File: src/devctl_pkg.sv
package devctl_pkg;

	// bus geometry
	localparam int ADDR_W = 12;
	localparam int DATA_W = 32;
	localparam int REG_W = 16;

	// printed register offsets are indices; byte address is four times
	localparam logic [ADDR_W-1:0] IDX_DEVICE_CONTROL = 12'h048;
	localparam logic [ADDR_W-1:0] IDX_DEVICE_STATUS = 12'h04a;
	localparam logic [ADDR_W-1:0] ADDR_DEVICE_CONTROL =
		{IDX_DEVICE_CONTROL[ADDR_W-3:0], 2'h0};
	localparam logic [ADDR_W-1:0] ADDR_DEVICE_STATUS =
		{IDX_DEVICE_STATUS[ADDR_W-3:0], 2'h0};
	// transaction layer debug control and interrupt mask
	localparam logic [ADDR_W-1:0] ADDR_TL_CONTROL = 12'h140;
	localparam logic [ADDR_W-1:0] ADDR_IRQ_MASK = 12'h144;

	// device_control field positions
	localparam int CTL_REPORT_LSB = 0;
	localparam int CTL_RELAXED_ORDER = 4;
	localparam int CTL_PAYLOAD_LSB = 5;
	localparam int CTL_WIDE_TAG = 8;
	localparam int CTL_PHANTOM = 9;
	localparam int CTL_AUX_POWER = 10;
	localparam int CTL_NO_SNOOP = 11;
	localparam int CTL_READ_SIZE_LSB = 12;
	// bits that software may change
	localparam logic [REG_W-1:0] CTL_WRITABLE = 16'h05ef;
	localparam logic [REG_W-1:0] CTL_RESET = 16'h0000;

	// device_status field positions
	localparam int STS_ERR_LSB = 0;
	localparam int STS_AUX_PRESENT = 4;
	localparam int STS_OUTSTANDING = 5;
	localparam int NUM_ERR = 4;
	localparam logic [NUM_ERR-1:0] STS_RESET = 4'h0;

	// tl control: sequential tag debug enable
	localparam int TLC_SEQ_TAG = 0;

	// payload size codes; every other code behaves as 128 bytes
	localparam logic [2:0] PAYLOAD_128 = 3'h0;
	localparam logic [2:0] PAYLOAD_256 = 3'h1;

	// generated tag ranges
	localparam logic [7:0] TAG_MAX_NARROW = 8'h1f;
	localparam logic [7:0] TAG_MAX_WIDE = 8'hff;
	localparam logic [7:0] TAG_RESET = 8'h00;

	// error events, bit order matches status bits 3..0
	typedef struct packed {
		logic unsupported;
		logic fatal;
		logic nonfatal;
		logic correctable;
	} err_evt_t;

	// control state handed to the port core
	typedef struct packed {
		logic unsupported_req_report_en;
		logic fatal_report_en;
		logic nonfatal_report_en;
		logic correctable_report_en;
		logic payload_256;
		logic wide_tag_en;
		logic aux_power_en;
		logic sequential_tag_debug;
	} ctl_out_t;

endpackage : devctl_pkg

File: src/express_device_ctl_status.sv
// Local design decision: the APB interface to the registers.
`timescale 1ns/100ps
`default_nettype none

module express_device_ctl_status (
	// clock and resets
	input wire logic pclk,
	input wire logic presetn,
	input wire logic aux_rstn,
	// apb slave
	input wire logic psel,
	input wire logic penable,
	input wire logic pwrite,
	input wire logic [devctl_pkg::ADDR_W-1:0] paddr,
	input wire logic [devctl_pkg::DATA_W-1:0] pwdata,
	output logic [devctl_pkg::DATA_W-1:0] prdata,
	output logic pready,
	output logic pslverr,
	// port core events and levels
	input wire devctl_pkg::err_evt_t err_evt,
	input wire logic unsup_req_rcvd,
	input wire logic aux_power_detect,
	input wire logic tag_advance,
	// control to the port core
	output devctl_pkg::ctl_out_t ctl,
	output logic [7:0] gen_tag,
	// interrupt
	output logic irq
);

	// software-visible state
	logic [3:0] report_en_r; // error reporting enables
	logic [2:0] payload_r; // raw payload size code
	logic wide_tag_r; // extended tag enable
	logic aux_en_r; // aux power enable, aux well
	logic seq_tag_r; // sequential tag debug
	logic [devctl_pkg::NUM_ERR-1:0] err_seen_r; // sticky flags
	logic [devctl_pkg::NUM_ERR-1:0] irq_mask_r; // interrupt mask
	logic aux_present_r; // aux power seen
	logic [7:0] tag_r; // debug tag counter

	// decoded access
	logic wr_en; // write completes this edge
	logic setup; // setup phase of a transfer
	logic hit_ctl, hit_sts, hit_tlc, hit_mask, hit_any;
	logic [devctl_pkg::REG_W-1:0] ctl_word, sts_word;
	logic [devctl_pkg::NUM_ERR-1:0] err_in;
	logic [devctl_pkg::NUM_ERR-1:0] w1c;
	logic [devctl_pkg::DATA_W-1:0] rd_nxt;
	logic [7:0] tag_max;

	// address decode
	assign hit_ctl = paddr == devctl_pkg::ADDR_DEVICE_CONTROL;
	assign hit_sts = paddr == devctl_pkg::ADDR_DEVICE_STATUS;
	assign hit_tlc = paddr == devctl_pkg::ADDR_TL_CONTROL;
	assign hit_mask = paddr == devctl_pkg::ADDR_IRQ_MASK;
	assign hit_any = hit_ctl | hit_sts | hit_tlc | hit_mask;
	assign setup = psel & ~penable;
	// pready is set in setup, so every access phase lasts one cycle
	assign wr_en = psel & penable & pready & pwrite & hit_any;

	// control word view; hardwired fields stay zero
	always_comb begin
		ctl_word = '0;
		ctl_word[devctl_pkg::CTL_REPORT_LSB +: 4] = report_en_r;
		ctl_word[devctl_pkg::CTL_RELAXED_ORDER] = 1'b0;
		ctl_word[devctl_pkg::CTL_PAYLOAD_LSB +: 3] = payload_r;
		ctl_word[devctl_pkg::CTL_WIDE_TAG] = wide_tag_r;
		ctl_word[devctl_pkg::CTL_PHANTOM] = 1'b0;
		ctl_word[devctl_pkg::CTL_AUX_POWER] = aux_en_r;
		ctl_word[devctl_pkg::CTL_NO_SNOOP] = 1'b0;
		ctl_word[devctl_pkg::CTL_READ_SIZE_LSB +: 3] = 3'h0;
	end

	// status word view; upper bits reserved
	always_comb begin
		sts_word = '0;
		sts_word[devctl_pkg::STS_ERR_LSB +: 4] = err_seen_r;
		sts_word[devctl_pkg::STS_AUX_PRESENT] = aux_present_r;
		sts_word[devctl_pkg::STS_OUTSTANDING] = 1'b0;
	end

	// read mux, sampled in the setup phase
	always_comb begin
		rd_nxt = '0;
		if (hit_ctl) begin
			rd_nxt[devctl_pkg::REG_W-1:0] = ctl_word;
		end else if (hit_sts) begin
			rd_nxt[devctl_pkg::REG_W-1:0] = sts_word;
		end else if (hit_tlc) begin
			rd_nxt[devctl_pkg::TLC_SEQ_TAG] = seq_tag_r;
		end else if (hit_mask) begin
			rd_nxt[devctl_pkg::NUM_ERR-1:0] = irq_mask_r;
		end
	end

	// apb answer: one wait-free access phase, error on unmapped
	always_ff @(posedge pclk or negedge presetn) begin
		if (!presetn) begin
			pready <= 1'b0;
			pslverr <= 1'b0;
			prdata <= '0;
		end else begin
			pready <= setup;
			pslverr <= setup & ~hit_any;
			// data only for reads so write cycles leave no stale echo
			prdata <= (setup & ~pwrite) ? rd_nxt : '0;
		end
	end

	// port-reset control fields
	always_ff @(posedge pclk or negedge presetn) begin
		if (!presetn) begin
			report_en_r <= devctl_pkg::CTL_RESET[3:0];
			payload_r <= devctl_pkg::PAYLOAD_128;
			wide_tag_r <= 1'b0;
		end else if (wr_en && hit_ctl) begin
			report_en_r <= pwdata[devctl_pkg::CTL_REPORT_LSB +: 4];
			payload_r <= pwdata[devctl_pkg::CTL_PAYLOAD_LSB +: 3];
			wide_tag_r <= pwdata[devctl_pkg::CTL_WIDE_TAG];
		end
	end

	// aux power enable lives in the aux well: port resets skip it
	always_ff @(posedge pclk or negedge aux_rstn) begin
		if (!aux_rstn) begin
			aux_en_r <= 1'b0;
		end else if (wr_en && hit_ctl) begin
			aux_en_r <= pwdata[devctl_pkg::CTL_AUX_POWER];
		end
	end

	// debug control and interrupt mask
	always_ff @(posedge pclk or negedge presetn) begin
		if (!presetn) begin
			seq_tag_r <= 1'b0;
			irq_mask_r <= '0;
		end else begin
			if (wr_en && hit_tlc) begin
				seq_tag_r <= pwdata[devctl_pkg::TLC_SEQ_TAG];
			end
			if (wr_en && hit_mask) begin
				irq_mask_r <= pwdata[devctl_pkg::NUM_ERR-1:0];
			end
		end
	end

	// error inputs; unsupported request also comes from the classifier
	assign err_in = {err_evt.unsupported | unsup_req_rcvd,
		err_evt.fatal, err_evt.nonfatal, err_evt.correctable};
	assign w1c = (wr_en && hit_sts) ?
		pwdata[devctl_pkg::STS_ERR_LSB +: devctl_pkg::NUM_ERR] : '0;

	// sticky flags: set regardless of enables, set beats clear
	generate
		for (genvar i = 0; i < devctl_pkg::NUM_ERR; i++) begin : g_flag
			always_ff @(posedge pclk or negedge presetn) begin
				if (!presetn) begin
					err_seen_r[i] <= devctl_pkg::STS_RESET[i];
				end else if (err_in[i]) begin
					err_seen_r[i] <= 1'b1;
				end else if (w1c[i]) begin
					err_seen_r[i] <= 1'b0;
				end
			end
		end
	endgenerate

	// aux power detect level, registered for the status view
	always_ff @(posedge pclk or negedge presetn) begin
		if (!presetn) begin
			aux_present_r <= 1'b0;
		end else begin
			aux_present_r <= aux_power_detect;
		end
	end

	// debug tag generator; idle at zero outside debug mode
	assign tag_max = wide_tag_r ? devctl_pkg::TAG_MAX_WIDE :
		devctl_pkg::TAG_MAX_NARROW;
	always_ff @(posedge pclk or negedge presetn) begin
		if (!presetn) begin
			tag_r <= devctl_pkg::TAG_RESET;
		end else if (!seq_tag_r) begin
			tag_r <= devctl_pkg::TAG_RESET;
		end else if (tag_advance) begin
			// >= also pulls back a tag left high by narrowing
			tag_r <= (tag_r >= tag_max) ? devctl_pkg::TAG_RESET :
				tag_r + 8'h01;
		end
	end

	// registered outputs; one cycle behind the register state
	always_ff @(posedge pclk or negedge presetn) begin
		if (!presetn) begin
			ctl <= '0;
			gen_tag <= devctl_pkg::TAG_RESET;
			irq <= 1'b0;
		end else begin
			ctl.unsupported_req_report_en <= report_en_r[3];
			ctl.fatal_report_en <= report_en_r[2];
			ctl.nonfatal_report_en <= report_en_r[1];
			ctl.correctable_report_en <= report_en_r[0];
			ctl.payload_256 <= payload_r == devctl_pkg::PAYLOAD_256;
			ctl.wide_tag_en <= wide_tag_r;
			ctl.aux_power_en <= aux_en_r;
			ctl.sequential_tag_debug <= seq_tag_r;
			gen_tag <= tag_r;
			irq <= |(err_seen_r & irq_mask_r);
		end
	end

	// checks
	AST_HARDWIRED_ZERO: assert property (@(posedge pclk) disable iff (!presetn)
		(ctl_word[devctl_pkg::CTL_RELAXED_ORDER] == 1'b0) &&
		(ctl_word[15:9] & 7'h7d) == 7'h00)
		else $error("hardwired control bit is set");
	AST_PHANTOM_ZERO: assert property (@(posedge pclk) disable iff (!presetn)
		psel && penable && pready && !pwrite && hit_ctl |->
		prdata[devctl_pkg::CTL_PHANTOM] == 1'b0)
		else $error("phantom function bit read as one");
	AST_CTL_READ_ZERO: assert property (@(posedge pclk) disable iff (!presetn)
		psel && penable && pready && !pwrite && hit_ctl |->
		prdata[15:11] == 5'h00)
		else $error("no-snoop or read size field read nonzero");
	AST_READ_SIZE_ZERO: assert property (@(posedge pclk) disable iff (!presetn)
		wr_en && hit_ctl |=> ctl_word[14:12] == 3'h0)
		else $error("read request size field took a write");
	AST_REPORT_EN_WRITE: assert property (@(posedge pclk) disable iff (!presetn)
		wr_en && hit_ctl |=> ##1 {ctl.unsupported_req_report_en,
		ctl.fatal_report_en, ctl.nonfatal_report_en,
		ctl.correctable_report_en} == $past(pwdata[3:0], 2))
		else $error("report enables did not follow the write");
	AST_PAYLOAD_MAP: assert property (@(posedge pclk) disable iff (!presetn)
		##1 ctl.payload_256 == ($past(payload_r) == 3'h1))
		else $error("payload limit decode wrong");
	AST_FLAG_SET: assert property (@(posedge pclk) disable iff (!presetn)
		err_in[0] || err_in[1] || err_in[2] || err_in[3] |=>
		(err_seen_r & $past(err_in)) == $past(err_in))
		else $error("error event did not set its flag");
	AST_UR_SET: assert property (@(posedge pclk) disable iff (!presetn)
		unsup_req_rcvd |=> err_seen_r[3])
		else $error("unsupported request not logged");
	AST_FLAG_HOLD: assert property (@(posedge pclk) disable iff (!presetn)
		err_seen_r[0] && !(w1c[0]) |=> err_seen_r[0])
		else $error("flag lost without a write of one");
	AST_AUX_SEEN: assert property (@(posedge pclk) disable iff (!presetn)
		aux_power_detect |=> sts_word[4] ##0 sts_word[5] == 1'b0)
		else $error("aux power status wrong");
	AST_PENDING_ZERO: assert property (@(posedge pclk) disable iff (!presetn)
		sts_word[15:5] == 11'h000)
		else $error("pending or reserved status bit set");
	AST_AUX_KEEP: assert property (@(posedge pclk) disable iff (!aux_rstn)
		!(wr_en && hit_ctl) |=> $stable(aux_en_r))
		else $error("aux power enable changed without a write");
	AST_TAG_RANGE: assert property (@(posedge pclk) disable iff (!presetn)
		seq_tag_r && !wide_tag_r && tag_advance && tag_r == 8'h1f |=>
		tag_r == 8'h00)
		else $error("narrow tag range did not wrap at 31");
	AST_IRQ_LEVEL: assert property (@(posedge pclk) disable iff (!presetn)
		|(err_seen_r & irq_mask_r) |=> irq)
		else $error("unmasked flag gave no interrupt");

	COV_FLAG_CLEAR: cover property (@(posedge pclk) disable iff (!presetn)
		err_seen_r[2] ##1 w1c[2] ##1 !err_seen_r[2]);
	COV_SET_BEATS_CLEAR: cover property (@(posedge pclk)
		disable iff (!presetn) err_in[0] && w1c[0]);
	COV_WIDE_WRAP: cover property (@(posedge pclk) disable iff (!presetn)
		seq_tag_r && tag_advance && tag_r == 8'hff);
	COV_UNMAPPED: cover property (@(posedge pclk) disable iff (!presetn)
		pslverr && penable);

endmodule : express_device_ctl_status

`default_nettype wire

File: config.mk
export PLATFORM = sky130hd
export DESIGN_NAME = express_device_ctl_status
export DESIGN_NICKNAME = d
export VERILOG_FILES = /design/src/devctl_pkg.sv /design/src/express_device_ctl_status.sv
export SDC_FILE = /design/constraint.sdc
export NUM_CORES = 1
export LEC_CHECK = 0
export ABC_AREA = 1
export BUFFER_PORTS_ARGS = -buffer_cell sky130_fd_sc_hd__buf_2
export CORE_MARGIN = 3
export CORE_UTILIZATION = 53
export CTS_BUF_LIST = sky130_fd_sc_hd__clkbuf_8
export DETAILED_ROUTE_END_ITERATION = 6
export HOLD_SLACK_MARGIN = 0.06
export PLACE_DENSITY = 0.91
export SETUP_SLACK_MARGIN = 0.1
export SYNTH_ARGS = -nofsm -noshare
export SYNTH_HDL_FRONTEND = slang
export SYNTH_SLANG_ARGS = --single-unit
File: constraint.sdc
create_clock -name pclk -period 4.7 [get_ports pclk]
set_clock_uncertainty 0.05 [all_clocks]
set_input_delay 0.94 -clock pclk [delete_from_list [all_inputs] [get_ports pclk]]
set_output_delay 0.94 -clock pclk [all_outputs]
set_load 0.01 [all_outputs]
# Yosys cells after proc, flatten, opt, wreduce, memory -nomap -nowiden
# Index checks and enable logic that the tools add are counted.
# totals
output_inout_bits	51
word_cells	77
register_bits	62
input_bits	57
# classes
mux	20
order_cmp	1
n_eq_ne	6
reduce_logical	9
bitwise	15
add_sub_neg	1
# ops
cell	n
$eq A12 B9 Y1 const B	4
$mux W16	2
$mux W8	4
$mux W4	3
$mux W1	10
$add A8 B1 Y8 const B	1
$ge A8 B8 Y1	1
$reduce_bool A2 Y1	4
$and A1 B1 Y1	7
$and A4 B4 Y4	1
$logic_and A1 B1 Y1	4
$or A1 B1 Y1	4
$reduce_or A4 Y1	1
$eq A3 B1 Y1 const B	1
$mux W3	1
$not A1 Y1	3
$ne A2 B2 Y1 const B	1

# Depth between registers and ports, before layout
# logic_depth
depth_word	9
depth_mapped	9

# Worst setup path after synthesis
# No wires, ideal clock.
# synth_timing
path_kind	input -> register
from	in paddr[9] (netlist bit)
to	reg report_en_r[3]
cell_stages	9
setup_ps	117
arrival_ps	1818
n_path_buf	1
path_slack_ps	2715
path_cell_list	inv_2 > nand2_2 > nor2_8 > nand2_2 > nor2_8 > nand3_4 > buf_6 > nand2_2 > o21ai_2
# synth_between
elab_chain_cells	6
elab_cells_between_ends	9
# synth_rtl
item	line_no	source
start: declaration	express_device_ctl_status.sv:14	input wire logic [devctl_pkg::ADDR_W-1:0] paddr,
$eq A12 B9 Y1, on equally long branches	express_device_ctl_status.sv:53, express_device_ctl_status.sv:54	
$or A1 B1 Y1 (3 in a row)	express_device_ctl_status.sv:57	assign hit_any = hit_ctl | hit_sts | hit_tlc | hit_mask;
$and A1 B1 Y1	express_device_ctl_status.sv:60	assign wr_en = psel & penable & pready & pwrite & hit_any;
$logic_and A1 B1 Y1 (*)	express_device_ctl_status.sv:117	end else if (wr_en && hit_ctl) begin
end signal: assignment	express_device_ctl_status.sv:114	report_en_r <= devctl_pkg::CTL_RESET[3:0];
end signal: assignment	express_device_ctl_status.sv:118	report_en_r <= pwdata[devctl_pkg::CTL_REPORT_LSB +: 4];
end: declaration	express_device_ctl_status.sv:32	logic [3:0] report_en_r;
# Mark *: on every way between the ends. The rest lies on a longest branch, timed or not.
# A chain may end at the register's enable or synchronous reset.

# Worst setup path in the final report
# layout_timing
from	in paddr[7] (netlist bit)
to	reg payload_r[2]
# layout_between
elab_chain_cells	6
elab_cells_between_ends	9
# layout_rtl
item	line_no	source
$eq A12 B9 Y1, on equally long branches	express_device_ctl_status.sv:53, express_device_ctl_status.sv:54	
$or A1 B1 Y1 (3 in a row)	express_device_ctl_status.sv:57	
$and A1 B1 Y1	express_device_ctl_status.sv:60	
$logic_and A1 B1 Y1 (*)	express_device_ctl_status.sv:117	
end signal: assignment	express_device_ctl_status.sv:115	payload_r <= devctl_pkg::PAYLOAD_128;
end signal: assignment	express_device_ctl_status.sv:119	payload_r <= pwdata[devctl_pkg::CTL_PAYLOAD_LSB +: 3];
end: declaration	express_device_ctl_status.sv:33	logic [2:0] payload_r;
# Marked as above.

==> impl_results.md <==
* Status: finished, final reports clean
* Worst Setup Start Kind: input pin
* Yosys reg bits at 56
* DP HPWL at 3690 um
* WHS at 0.326 ns
* Global-route wire length before repair at 8090 um
* Leading area contributor after synthesis: dfrtp_1
* Tightest Pin Transition at 0.652 ns
* CTS Sinks at 56
* Drt drc at 0
* Period minus WS final at 1.96 ns
* PortBufs at 62
* CTS-repair resized insts at 0
* Hold WC Path Type: reg -> reg
* Die height at 76.0 um
* Vias in the first global route at 1871
* F_max at 509 MHz
* Synth area leaders: dfrtp_1 (54%), buf_4 (6.4%), nand2_1 (6.2%)
* WP data required at 4.85 ns
* List of most frequent post-synthesis cells: dfrtp_1 (56), nand2_1 (43), inv_1 (42)
* RSZ-0062 raised after global routing: no
* Period utilization at 41.8%
* Critical path arrival at 2.11 ns
* Congestion Overflow GR at 0
* Final Hold Vio Count at 0
* Starting Density at 57.2%
* FP Rows at 24
* I/O pin count at 108
* Top cell type's share of synthesized area at 54.0%
* Max-cap violations at 0
* CTS root buffer: clkbuf_8
* Vias/cell at 4.70
* Post-synthesis cell count at 270
* VDD IR max at 0.215 mV
* Final WS setup at 2.74 ns
* Die ar. at 5770 um^2
* Cell variety after synth at 28
* PwrDens at 308 nW/um^2
* CTS tree: done
* Core area at 4530 um^2
* Final ANT Viol Nets at 0
* Cell Area, Synth at 2590 um^2
* Sequential area share after synthesis at 54.0%
* H-Tree Depth at 2
* Post-CTS Setup Bufs at 0
* Placed Area at 2900 um^2
* Setup TNS at 0 ns
* Post-synth EDFFs at 0
* Layout cells sized above 1 at 30.4%
* TritonCTS Buffers at 5
* Final wirelength at 4780 um
* Final core utilization at 65.9%
* Synth Flop Type: dfrtp_1
* Final Slew Violations at 0
* WS Path Type: in -> reg
* GRT Resource Usage Total at 17.0%
* Post-route cell area at 2990 um^2
* Hold_buf cts at 0
* Ys Warns at 0
* Critical Path Sink Type: register
* Gpl congestion at 0.859
* Largest net degree at the start of global routing at 56
* CP max FO at 18
* Diodes inserted at 0
* Endpoints failing setup at 0
* Syn avg cell area at 9.61 um^2
* DR WL/cell at 11.8 um
* Initial DRC count at 120
* Initial antenna violation count at 0
* Static Leak at 0.00171 uW
* Cell with the most instances after synthesis: dfrtp_1
* Detailed Routing Iterations Pass 1 at 4
* Synth-to-Final Area Change at 15.2%
* Fin nets at 399
* Post-Place Setup Slack at 2.43 ns
* Die extent in x at 76.0 um
* Filler cells at 359
* Clk pin slew, worst setup/hold paths at 0.10 ns
* Relative slew slack at 56.5%
* Asr flop ratio synth at 100%
* Clk_lat worst skew at 0.30 ns
* CTS Buffer Depth at 2
* Routed vias at 1897
-- stage by stage --
stage | std cells | total power, uW
after detailed placement | 396 | 665
final | 404 | 921
after CTS | 404 | 924
after floorplan | 291 | 622
after global routing | 404 | 966
after global placement | 396 | 659
-- worst max-delay path, stage by stage --
cell     delay, ns
buf_2         0.10
inv_2         0.05
nand2_2       0.04
nor2_2        0.17
nand3_2       0.17
nand3_4       0.15
nand3_4       0.24
nand2_1       0.17
o21ai_2       0.06
-- final timing paths --
| check | startpoint | to | slack [ns] | depth (start not counted) |
|---|---|---|---|---|
| min in group asynchronous | aux_rstn | aux_en_r | 0.35 | 1 |
| setup reg to reg | wide_tag_r | tag_r[7] | 2.96 | 8 |
| hold reg to reg | seq_tag_r | ctl[0] | 0.33 | 0 |
| setup / recovery | paddr[7] | payload_r[2] | 2.74 | 9 |
| max in group asynchronous | presetn | irq_mask_r[2] | 3.47 | 2 |
| hold / removal | seq_tag_r | ctl[0] | 0.33 | 0 |
-- power breakdown --
part           internal (uW)  switching, uW
Clock                    118            148
Combinational           46.7           69.8
Sequential               514           24.8
Total                    679            242
-- cell usage in the layout, fill, tap and decap left out --
cell type	netlist	final
nor2_4	1	1
buf_4	22	1
o21ai_2	9	9
nor3_1	8	8
nand3_4	2	2
nor2_2	3	3
and3_1	1	1
mux2i_1	1	1
nand2_1	43	43
nor2_1	20	20
xnor2_1	4	4
inv_2	5	5
o22ai_1	1	1
a21oi_1	2	2
nand3_1	8	8
and3b_1	1	1
o21ai_0	14	14
dfrtp_1	56	56
conb_1	1	22
nor2_8	2	2
nand2_2	6	6
clkbuf_8	0	6
nand4_1	6	6
ha_1	4	4
buf_2	0	62
or2_2	1	1
clkinvlp_4	0	1
inv_1	42	43
nand3_2	4	4
xor2_1	2	2
-- layout make-up --
type	instances	area [um^2]	share of cell area, %
clock buffers	6	82.6	2.76
clock inverters	2	11.3	0.377
inverters	47	176	5.90
multi-input cells	165	918	30.7
flip-flops and latches	56	1400	46.9
well taps	65	81.3	2.72
repair buffers	63	318	10.6
-- registers in the layout (all words and copies together) (netlist names), 3 cells and up --
name and cells:
ctl 8, err_seen_r 4, irq_mask_r 4, prdata 10
tag_r 8, report_en_r 4, payload_r 3, gen_tag 8
-- cells by family (layout without fill, tap and decap cells) --
kind of cell	count (synthesis)	after routing	synth area share, %
compound gates	26	26	6.37
xor+xnor	6	6	2.03
fa+ha+maj	4	4	1.93
buf+inv	70	118	13.6
flops	56	56	54.0
mux	1	1	0.386
other cells	1	22	0.145
simple gates	106	106	21.5
-- layer usage --
layer	wire [um]	vias up	track usage, %
li1	-	931	-
met1	1930	894	20.0
met2	2470	66	30.0
met3	314	6	4.38
met4	69	0	6.70
met5	0	-	0
(Power assumes the default switching activity.)
